File: config.mk
export PLATFORM = sky130hd
export DESIGN_NAME = act_trim_regs
export DESIGN_NICKNAME = d
export VERILOG_FILES = /design/src/core/act_pkg.sv /design/src/core/act_trim_regs.sv
export SDC_FILE = /design/constraint.sdc
export NUM_CORES = 1
export LEC_CHECK = 0
export ABC_AREA = 1
export BUFFER_PORTS_ARGS = -buffer_cell sky130_fd_sc_hd__buf_2
export CAP_MARGIN = 10
export CORE_MARGIN = 3
export CORE_UTILIZATION = 40
export CTS_BUF_LIST = sky130_fd_sc_hd__clkbuf_4 sky130_fd_sc_hd__clkbuf_8
export CTS_CLUSTER_SIZE = 40
export DETAILED_ROUTE_END_ITERATION = 10
export PLACE_DENSITY = 0.72
export SYNTH_ARGS = -nofsm -noshare
export SYNTH_HDL_FRONTEND = slang
export SYNTH_SLANG_ARGS = --single-unit
File: constraint.sdc
create_clock -name i_clk_sys -period 2.8 [get_ports i_clk_sys]
set_input_delay 0.56 -clock i_clk_sys [delete_from_list [all_inputs] [get_ports i_clk_sys]]
set_output_delay 0.56 -clock i_clk_sys [all_outputs]
set_load 0.01 [all_outputs]
File: src/core/act_pkg.sv
// constants, register map and carrier types of the converter trim register bank
// assumes one 100 MHz system clock and an AXI4-Lite master with 32-bit data
package act_pkg;

    // ------------------------------------------------------------------
    // register indices; byte address is four times the index
    // ------------------------------------------------------------------
    localparam logic [9:0]  IDX_SPARE_FOR_SECOND_TIMING = 10'h088;
    localparam logic [9:0]  IDX_SECOND_CORE_DUAL_TIMING = 10'h089;
    localparam logic [9:0]  IDX_FIRST_CORE_IN_ONE_OFS   = 10'h08A;
    localparam logic [9:0]  IDX_FIRST_CORE_IN_TWO_OFS   = 10'h08C;
    localparam logic [9:0]  IDX_SPARE_CORE_IN_ONE_OFS   = 10'h08E;
    localparam logic [9:0]  IDX_TRIM_STATUS             = 10'h0C0;

    // ------------------------------------------------------------------
    // field layout and values after reset
    // ------------------------------------------------------------------
    localparam int          TIMING_MSB      = 7;
    localparam int          OFS_MSB         = 11;
    localparam int          RSVD_LSB        = 12;
    localparam logic [3:0]  RSVD_RESET      = 4'h0;
    localparam int          ST_FG_RUNNING   = 0;
    localparam int          ST_BG_EN        = 1;
    localparam int          ST_BGOS_EN      = 2;
    localparam int          ST_OS_EN        = 3;
    localparam int          ST_FOREGROUND_DONE_FLAG      = 4;
    localparam int          ST_HALTED       = 5;
    localparam int          ST_READ_SAFE    = 6;
    localparam int          ST_WR_LOCKED    = 7;
    localparam int          ST_WR_VIOLATION = 8;
    localparam logic [1:0]  RESP_OKAY       = 2'h0;
    localparam logic [1:0]  RESP_SLVERR     = 2'h2;

    // ------------------------------------------------------------------
    // carrier types
    // ------------------------------------------------------------------
    typedef struct packed {
        logic [7:0]  spare_for_second_timing_trim;
        logic [7:0]  second_core_dual_timing_trim;
        logic [15:0] first_core_input_one_offset_trim;
        logic [15:0] first_core_input_two_offset_trim;
        logic [15:0] spare_core_input_one_offset_trim;
    } act_trims_t;

    typedef struct packed {
        logic fg_running;
        logic bg_enable;
        logic bg_offset_enable;
        logic offset_enable;
        logic foreground_done_flag;
        logic halted;
    } act_cal_state_t;

endpackage

File: src/core/act_trim_regs.sv
// trim register bank: timing and offset trims behind an AXI4-Lite slave
// assumes factory trims and calibration state arrive on the system clock
//
// Function
// - each timing trim is an 8-bit read/write value moving its core's sampling instant
// - each timing trim drives only its own core, channel mode and phase
// - after reset trims read factory values with offset bits 15:12 cleared; written values then take effect
// - spare-for-second timing trim sits at its own index 0x088
// - second-core dual-mode timing trim sits at index 0x089
// - first core, first input offset: 12-bit unsigned, upper four bits reserved
// - first core, second input offset has its own 12-bit register at 0x08C
// - spare core, first input offset: 12-bit field under four reserved bits
//
// Chosen here: the AXI4-Lite interface to the registers.
`timescale 1ns/10ps

module act_trim_regs #(
    parameter int ADDR_W = 12
) (
    input  wire logic                    i_clk_sys,
    input  wire logic                    i_rst_n,
    input  wire logic                    i_clk_en,
    input  wire logic [ADDR_W-1:0]       i_awaddr,
    input  wire logic                    i_awvalid,
    output logic                         o_awready,
    input  wire logic [31:0]             i_wdata,
    input  wire logic [3:0]              i_wstrb,
    input  wire logic                    i_wvalid,
    output logic                         o_wready,
    output logic [1:0]                   o_bresp,
    output logic                         o_bvalid,
    input  wire logic                    i_bready,
    input  wire logic [ADDR_W-1:0]       i_araddr,
    input  wire logic                    i_arvalid,
    output logic                         o_arready,
    output logic [31:0]                  o_rdata,
    output logic [1:0]                   o_rresp,
    output logic                         o_rvalid,
    input  wire logic                    i_rready,
    input  wire act_pkg::act_trims_t     i_factory_trims,
    input  wire act_pkg::act_cal_state_t i_cal_state,
    input  wire logic                    i_dual_mode,
    input  wire logic                    i_spare_for_second,
    input  wire logic                    i_first_on_second_input,
    input  wire logic                    i_spare_on_first_input,
    output logic [7:0]                   o_second_core_timing,
    output logic                         o_second_core_timing_valid,
    output logic [7:0]                   o_spare_core_timing,
    output logic                         o_spare_core_timing_valid,
    output logic [11:0]                  o_first_core_offset,
    output logic [11:0]                  o_spare_core_offset,
    output logic                         o_spare_core_offset_valid
);

    // ------------------------------------------------------------------
    // state
    // ------------------------------------------------------------------
    typedef struct packed {
        logic                loaded;
        act_pkg::act_trims_t trims;
        logic                wr_violation;
        logic                awready;
        logic                wready;
        logic                aw_held;
        logic [9:0]          aw_idx;
        logic                w_held;
        logic [31:0]         w_data;
        logic [3:0]          w_strb;
        logic                bvalid;
        logic [1:0]          bresp;
        logic                arready;
        logic                rvalid;
        logic [31:0]         rdata;
        logic [1:0]          rresp;
        logic [7:0]          second_timing;
        logic                second_timing_valid;
        logic [7:0]          spare_timing;
        logic                spare_timing_valid;
        logic [11:0]         first_offset;
        logic [11:0]         spare_offset;
        logic                spare_offset_valid;
    } act_state_t;

    act_state_t st_reg;
    act_state_t st_next;
    logic       wr_fire;
    logic       wr_locked;
    logic       rd_safe;
    logic [8:0] status_word;

    // ------------------------------------------------------------------
    // calibration-engine view
    // ------------------------------------------------------------------
    // the bank cannot stall the engine, so unsafe host writes are only flagged
    assign wr_locked = i_cal_state.fg_running
                     | (i_cal_state.bg_enable & i_cal_state.bg_offset_enable);

    always_comb begin
        rd_safe = 1'b1;
        if (i_cal_state.offset_enable && !i_cal_state.bg_offset_enable) begin
            rd_safe = i_cal_state.foreground_done_flag;
        end else if (i_cal_state.bg_enable && i_cal_state.bg_offset_enable) begin
            rd_safe = i_cal_state.halted;
        end
    end

    always_comb begin
        status_word                           = '0;
        status_word[act_pkg::ST_FG_RUNNING]   = i_cal_state.fg_running;
        status_word[act_pkg::ST_BG_EN]        = i_cal_state.bg_enable;
        status_word[act_pkg::ST_BGOS_EN]      = i_cal_state.bg_offset_enable;
        status_word[act_pkg::ST_OS_EN]        = i_cal_state.offset_enable;
        status_word[act_pkg::ST_FOREGROUND_DONE_FLAG]      = i_cal_state.foreground_done_flag;
        status_word[act_pkg::ST_HALTED]       = i_cal_state.halted;
        status_word[act_pkg::ST_READ_SAFE]    = rd_safe;
        status_word[act_pkg::ST_WR_LOCKED]    = wr_locked;
        status_word[act_pkg::ST_WR_VIOLATION] = st_reg.wr_violation;
    end

    assign wr_fire = st_reg.aw_held & st_reg.w_held & ~st_reg.bvalid;

    // ------------------------------------------------------------------
    // byte-lane merge of a 16-bit register
    // ------------------------------------------------------------------
    function automatic logic [15:0] merge16(input logic [15:0] old_v,
                                            input logic [31:0] data,
                                            input logic [3:0]  strb);
        logic [15:0] v;
        v = old_v;
        if (strb[0]) begin
            v[7:0] = data[7:0];
        end
        if (strb[1]) begin
            v[15:8] = data[15:8];
        end
        return v;
    endfunction

    // ------------------------------------------------------------------
    // next state
    // ------------------------------------------------------------------
    always_comb begin
        logic [9:0]  ridx;
        logic [31:0] rword;
        logic [1:0]  rresp;
        ridx    = '0;
        rword   = '0;
        rresp   = act_pkg::RESP_OKAY;
        st_next = st_reg;

        if (!st_reg.loaded) begin
            // factory values land once, on the first enabled edge after release
            st_next.trims = i_factory_trims;
            st_next.trims.first_core_input_one_offset_trim[15:12] = act_pkg::RSVD_RESET;
            st_next.trims.first_core_input_two_offset_trim[15:12] = act_pkg::RSVD_RESET;
            st_next.trims.spare_core_input_one_offset_trim[15:12] = act_pkg::RSVD_RESET;
            st_next.loaded  = 1'b1;
            st_next.awready = 1'b1;
            st_next.wready  = 1'b1;
            st_next.arready = 1'b1;
        end else begin
            // write address and data, taken in either order
            if (i_awvalid && st_reg.awready) begin
                st_next.aw_held = 1'b1;
                st_next.aw_idx  = i_awaddr[11:2];
                st_next.awready = 1'b0;
            end
            if (i_wvalid && st_reg.wready) begin
                st_next.w_held = 1'b1;
                st_next.w_data = i_wdata;
                st_next.w_strb = i_wstrb;
                st_next.wready = 1'b0;
            end

            // clear first; wr_fire needs bvalid low, so no write response lands in the same cycle as this clear
            if (st_reg.bvalid && i_bready) begin
                st_next.bvalid  = 1'b0;
                st_next.awready = 1'b1;
                st_next.wready  = 1'b1;
            end

            if (wr_fire) begin
                st_next.aw_held = 1'b0;
                st_next.w_held  = 1'b0;
                st_next.bvalid  = 1'b1;
                st_next.bresp   = act_pkg::RESP_OKAY;
                if (st_reg.aw_idx == act_pkg::IDX_SPARE_FOR_SECOND_TIMING) begin
                    if (st_reg.w_strb[0]) begin
                        st_next.trims.spare_for_second_timing_trim = st_reg.w_data[7:0];
                    end
                end else if (st_reg.aw_idx == act_pkg::IDX_SECOND_CORE_DUAL_TIMING) begin
                    if (st_reg.w_strb[0]) begin
                        st_next.trims.second_core_dual_timing_trim = st_reg.w_data[7:0];
                    end
                end else if (st_reg.aw_idx == act_pkg::IDX_FIRST_CORE_IN_ONE_OFS) begin
                    st_next.trims.first_core_input_one_offset_trim =
                        merge16(st_reg.trims.first_core_input_one_offset_trim,
                                st_reg.w_data, st_reg.w_strb);
                    st_next.wr_violation = st_reg.wr_violation | wr_locked;
                end else if (st_reg.aw_idx == act_pkg::IDX_FIRST_CORE_IN_TWO_OFS) begin
                    st_next.trims.first_core_input_two_offset_trim =
                        merge16(st_reg.trims.first_core_input_two_offset_trim,
                                st_reg.w_data, st_reg.w_strb);
                    st_next.wr_violation = st_reg.wr_violation | wr_locked;
                end else if (st_reg.aw_idx == act_pkg::IDX_SPARE_CORE_IN_ONE_OFS) begin
                    st_next.trims.spare_core_input_one_offset_trim =
                        merge16(st_reg.trims.spare_core_input_one_offset_trim,
                                st_reg.w_data, st_reg.w_strb);
                    st_next.wr_violation = st_reg.wr_violation | wr_locked;
                end else if (st_reg.aw_idx == act_pkg::IDX_TRIM_STATUS) begin
                    if (st_reg.w_strb[1] && st_reg.w_data[act_pkg::ST_WR_VIOLATION]) begin
                        st_next.wr_violation = 1'b0;
                    end
                end else begin
                    st_next.bresp = act_pkg::RESP_SLVERR;
                end
            end

            // read channel
            if (st_reg.rvalid && i_rready) begin
                st_next.rvalid  = 1'b0;
                st_next.arready = 1'b1;
            end
            if (i_arvalid && st_reg.arready) begin
                ridx = i_araddr[11:2];
                if (ridx == act_pkg::IDX_SPARE_FOR_SECOND_TIMING) begin
                    rword[7:0] = st_reg.trims.spare_for_second_timing_trim;
                end else if (ridx == act_pkg::IDX_SECOND_CORE_DUAL_TIMING) begin
                    rword[7:0] = st_reg.trims.second_core_dual_timing_trim;
                end else if (ridx == act_pkg::IDX_FIRST_CORE_IN_ONE_OFS) begin
                    rword[15:0] = st_reg.trims.first_core_input_one_offset_trim;
                end else if (ridx == act_pkg::IDX_FIRST_CORE_IN_TWO_OFS) begin
                    rword[15:0] = st_reg.trims.first_core_input_two_offset_trim;
                end else if (ridx == act_pkg::IDX_SPARE_CORE_IN_ONE_OFS) begin
                    rword[15:0] = st_reg.trims.spare_core_input_one_offset_trim;
                end else if (ridx == act_pkg::IDX_TRIM_STATUS) begin
                    rword[8:0] = status_word;
                end else begin
                    rresp = act_pkg::RESP_SLVERR;
                end
                st_next.arready = 1'b0;
                st_next.rvalid  = 1'b1;
                st_next.rdata   = rword;
                st_next.rresp   = rresp;
            end
        end

        // applied trims: reserved bits never reach a core
        st_next.second_timing_valid = i_dual_mode & ~i_spare_for_second;
        st_next.second_timing       = st_next.second_timing_valid
                                    ? st_reg.trims.second_core_dual_timing_trim : 8'h00;
        st_next.spare_timing_valid  = i_dual_mode & i_spare_for_second;
        st_next.spare_timing        = st_next.spare_timing_valid
                                    ? st_reg.trims.spare_for_second_timing_trim : 8'h00;
        st_next.first_offset        = i_first_on_second_input
                                    ? st_reg.trims.first_core_input_two_offset_trim[11:0]
                                    : st_reg.trims.first_core_input_one_offset_trim[11:0];
        st_next.spare_offset_valid  = i_spare_on_first_input;
        st_next.spare_offset        = i_spare_on_first_input
                                    ? st_reg.trims.spare_core_input_one_offset_trim[11:0]
                                    : 12'h000;
    end

    always_ff @(posedge i_clk_sys or negedge i_rst_n) begin
        if (!i_rst_n) begin
            st_reg <= '0;
        end else if (i_clk_en) begin
            st_reg <= st_next;
        end
    end

    // ------------------------------------------------------------------
    // outputs
    // ------------------------------------------------------------------
    assign o_awready                  = st_reg.awready;
    assign o_wready                   = st_reg.wready;
    assign o_bvalid                   = st_reg.bvalid;
    assign o_bresp                    = st_reg.bresp;
    assign o_arready                  = st_reg.arready;
    assign o_rvalid                   = st_reg.rvalid;
    assign o_rdata                    = st_reg.rdata;
    assign o_rresp                    = st_reg.rresp;
    assign o_second_core_timing       = st_reg.second_timing;
    assign o_second_core_timing_valid = st_reg.second_timing_valid;
    assign o_spare_core_timing        = st_reg.spare_timing;
    assign o_spare_core_timing_valid  = st_reg.spare_timing_valid;
    assign o_first_core_offset        = st_reg.first_offset;
    assign o_spare_core_offset        = st_reg.spare_offset;
    assign o_spare_core_offset_valid  = st_reg.spare_offset_valid;
endmodule

==> results.ini <==
[worst_setup_path]
slowest_delay_ns=0.73
r2r_setup_slack_ns=0.41
cp_top_family=simple AND/OR/NAND/NOR gates
crit_path_end_kind=flip-flop
critPathLaunchType=flip-flop
worstPathCellList=nand2_1, nor2_1, clkinv_1, nand2_1, nand2_1
critPathRequiredTime_ns=3.15
timing_worst_setup_path_type=reg -> reg
worstRegToRegCells=5
r2r-start=st_reg[197]$_DFFE_PN0P_
crit_path_frequent_cell=nand2_1
worst-endpoint-arrival_ns=2.74
worst_r2r_endpoint=o_rdata[13]$_DFFE_PN0P_
timing.critical_path.fanout_max=18
slowest_stage=clkinv_1
critical_path_buf_inv_count=1

[finish]
post_route_cells_drive_above_1_share_pct=20.9
area_growth_from_synthesis_to_layout_pct=12.1
antennaDiodeCount=0
final_nets=1393
largest_register_ff_count=96

[die]
dieHeight_um=153
top_level_ports=226
rows=53
die_area_um2=23500
core_area_um2=21200
fp.dieW_um=153
initial_cell_density_of_the_core_pct=41.0

[grt]
global_route_wire_length_before_repair_um=38300
antenna_violations_before_repair=1
maximum_number_of_pins_on_one_net_before_global_route_repair=76
groute.usage.overall_pct=20.7
first_global_vias=7164
overflow=0

[hold_path]
worstHoldPathType=in -> async

[synth]
yosysTopAreaCell=dfrtp_1
synth_compound_gate_area_share_pct=9.29
yosys_register_bits=162
synth_seq_area_share_pct=46.7
area_fraction_in_and_or_nand_and_nor_cells_after_synthesis_pct=31.1
synth.lib_cells_used.distinct=34
synth_edf_count=0
yosys_warnings=0
synth.avg_cell_area_um2=7.59
synth_mux_area_share_pct=0
synth_async_sr_flop_share_pct=100
cell_area_synth_um2=8670
yosysMostFrequentCell=nand2_1
synth_area_leaders=dfrtp_1 47%, nand2_1 18%, buf_4 7.0%, nand3_1 5.1%, o21ai_0 4.9%
synth_xor_area_share_pct=0
post_synth_fa_ha_maj_area_fraction_pct=0
synth_top_cell_area_share_pct=46.7
main_combinational_cell_family_by_area_after_synthesis=simple AND/OR/NAND/NOR gates
most_used_flip_flop_cell_after_synthesis=dfrtp_1
syn-instance-count=1143
synth_commonest_cells=410 x nand2_1, 162 x dfrtp_1, 88 x nand3_1

[route]
dr.first_iter.drc_count=636
detail-route-antenna-nets=0
wl_met2_um=10900
viasPerCell=4.93
dr.max_layer_used=met5
postRouteWirelength_um=24400
vias_post_dr=7581
route.layer.met1.wl_um=11200
remaining_drc_errors=0
drt_pass1_iterations=5
wl_per_cell_um=15.9
met3_length_um=1620

[clock_tree]
clock_latency_ns=0.47
cts_hold_buffers=0
cts_repair_resize_count=0
clockBufferDepth=2
path_clk_slew_ns=0.09
clockRootBuffer=clkbuf_8
cts_made_buffers=17
cts_tree=yes
cts_htree_levels=4
cts_setup_buffers=0
clock_sinks=162

[timing]
timing_worst_slew_pin_value_ns=0.654
report.final.slew_viol_count=0
fin_worst_hold_slack_ns=-0.00162
max-slew-margin-rel_pct=56.2
fmax_mhz=419
finalWorstPathRequiredPeriod_ns=2.39
worst_clock_skew_ns=0.0104
final-setup-viol-count=0
timing.final.hold_violations=1
timing.final.crit_share_pct=85.3
setup-tns-final_ns=0
rsz_0062_raised_after_global_routing=false

[placed_design]
post-dp-hpwl_um=18800
io_buffer_count=173
gp_congestion=0.900

[run_status]
violations=hold timing
outcome=finished, violations left

[job]
cap_violations=0

[pwr]
vdd_ir_drop_max_uv=394
power.static_leakage_nw=5.40
power_density_nw_per_um2=622

power by group:
| part | switching, mW | internal (mW) | total, mW |
|---|---|---|---|
| sequential | 0.172 | 2.63 | 2.80 |
| combinational | 0.933 | 0.404 | 1.34 |
| clock | 0.891 | 1.02 | 1.91 |
| total | 2.00 | 4.05 | 6.05 |
worst reg2reg max path, delay by kind of cell, from the launching register on:
| kind | cells | cell delay (ns) |
|---|---|---|
| AND/OR/NAND/NOR | 4 | 1.02 |
| flip-flops | 1 | 0.52 |
| buffers and inverters | 1 | 0.73 |
cell families after synthesis:
group           count (synthesis)
flops                         162
simple gates                  629
compound gates                146
buf+inv                       205
other cells                     1
final cells by class:
cell class	instances	area [um2]
fillers	2149	11400
repair buffers	183	960
flip-flops and latches	162	4050
clock inverters	12	179
well taps	275	344
multi-input cells	793	3570
inverters	94	355
clock buffers	20	263
per-layer routing:
layer  vias up  global-route usage, %
met2       280                   31.0
met5         -                      0
met1      3503                   29.7
li1       3755                      -
met4         2                   7.72
met3        41                   4.05
through the flow:
step	std cells	util (%)	setup WS, ns	total power [mW]	area [um2]
floorplan	1160	-	1.11	3.77	8740
global placement	1507	43.9	0.389	4.15	9290
detailed placement	1507	43.9	0.306	4.19	9290
CTS	1539	46.0	0.379	6.09	9730
global route	1539	46.0	0.112	6.40	9730
finish	1539	46.0	0.412	6.05	9730
worst max path at each step:
stage	from	end	slack, ns	cells after the start
after floorplan	i_araddr[10]	o_rdata[0]$_DFFE_PN0P_	1.11	10
after global placement	i_clk_en	o_rdata[9]$_DFFE_PN0P_	0.39	6
after detailed placement	i_clk_en	o_rdata[9]$_DFFE_PN0P_	0.31	6
after CTS	st_reg[197]$_DFFE_PN0P_	o_rdata[9]$_DFFE_PN0P_	0.38	5
after global routing	st_reg[197]$_DFFE_PN0P_	o_rresp[1]$_DFFE_PN0P_	0.11	5
final	st_reg[197]$_DFFE_PN0P_	o_rdata[13]$_DFFE_PN0P_	0.41	5
cells in the final DEF (no fill, tap or decap), types with 14 or more instances in the layout:
cell,count
nand2_1,410
buf_2,172
dfrtp_1,162
nand3_1,88
o21ai_0,85
inv_1,77
nor2_1,77
a21oi_1,28
conb_1,18
clkbuf_8,18
o21ai_1,17
nand4_1,15
inv_2,14
(Power assumes the default switching activity.)
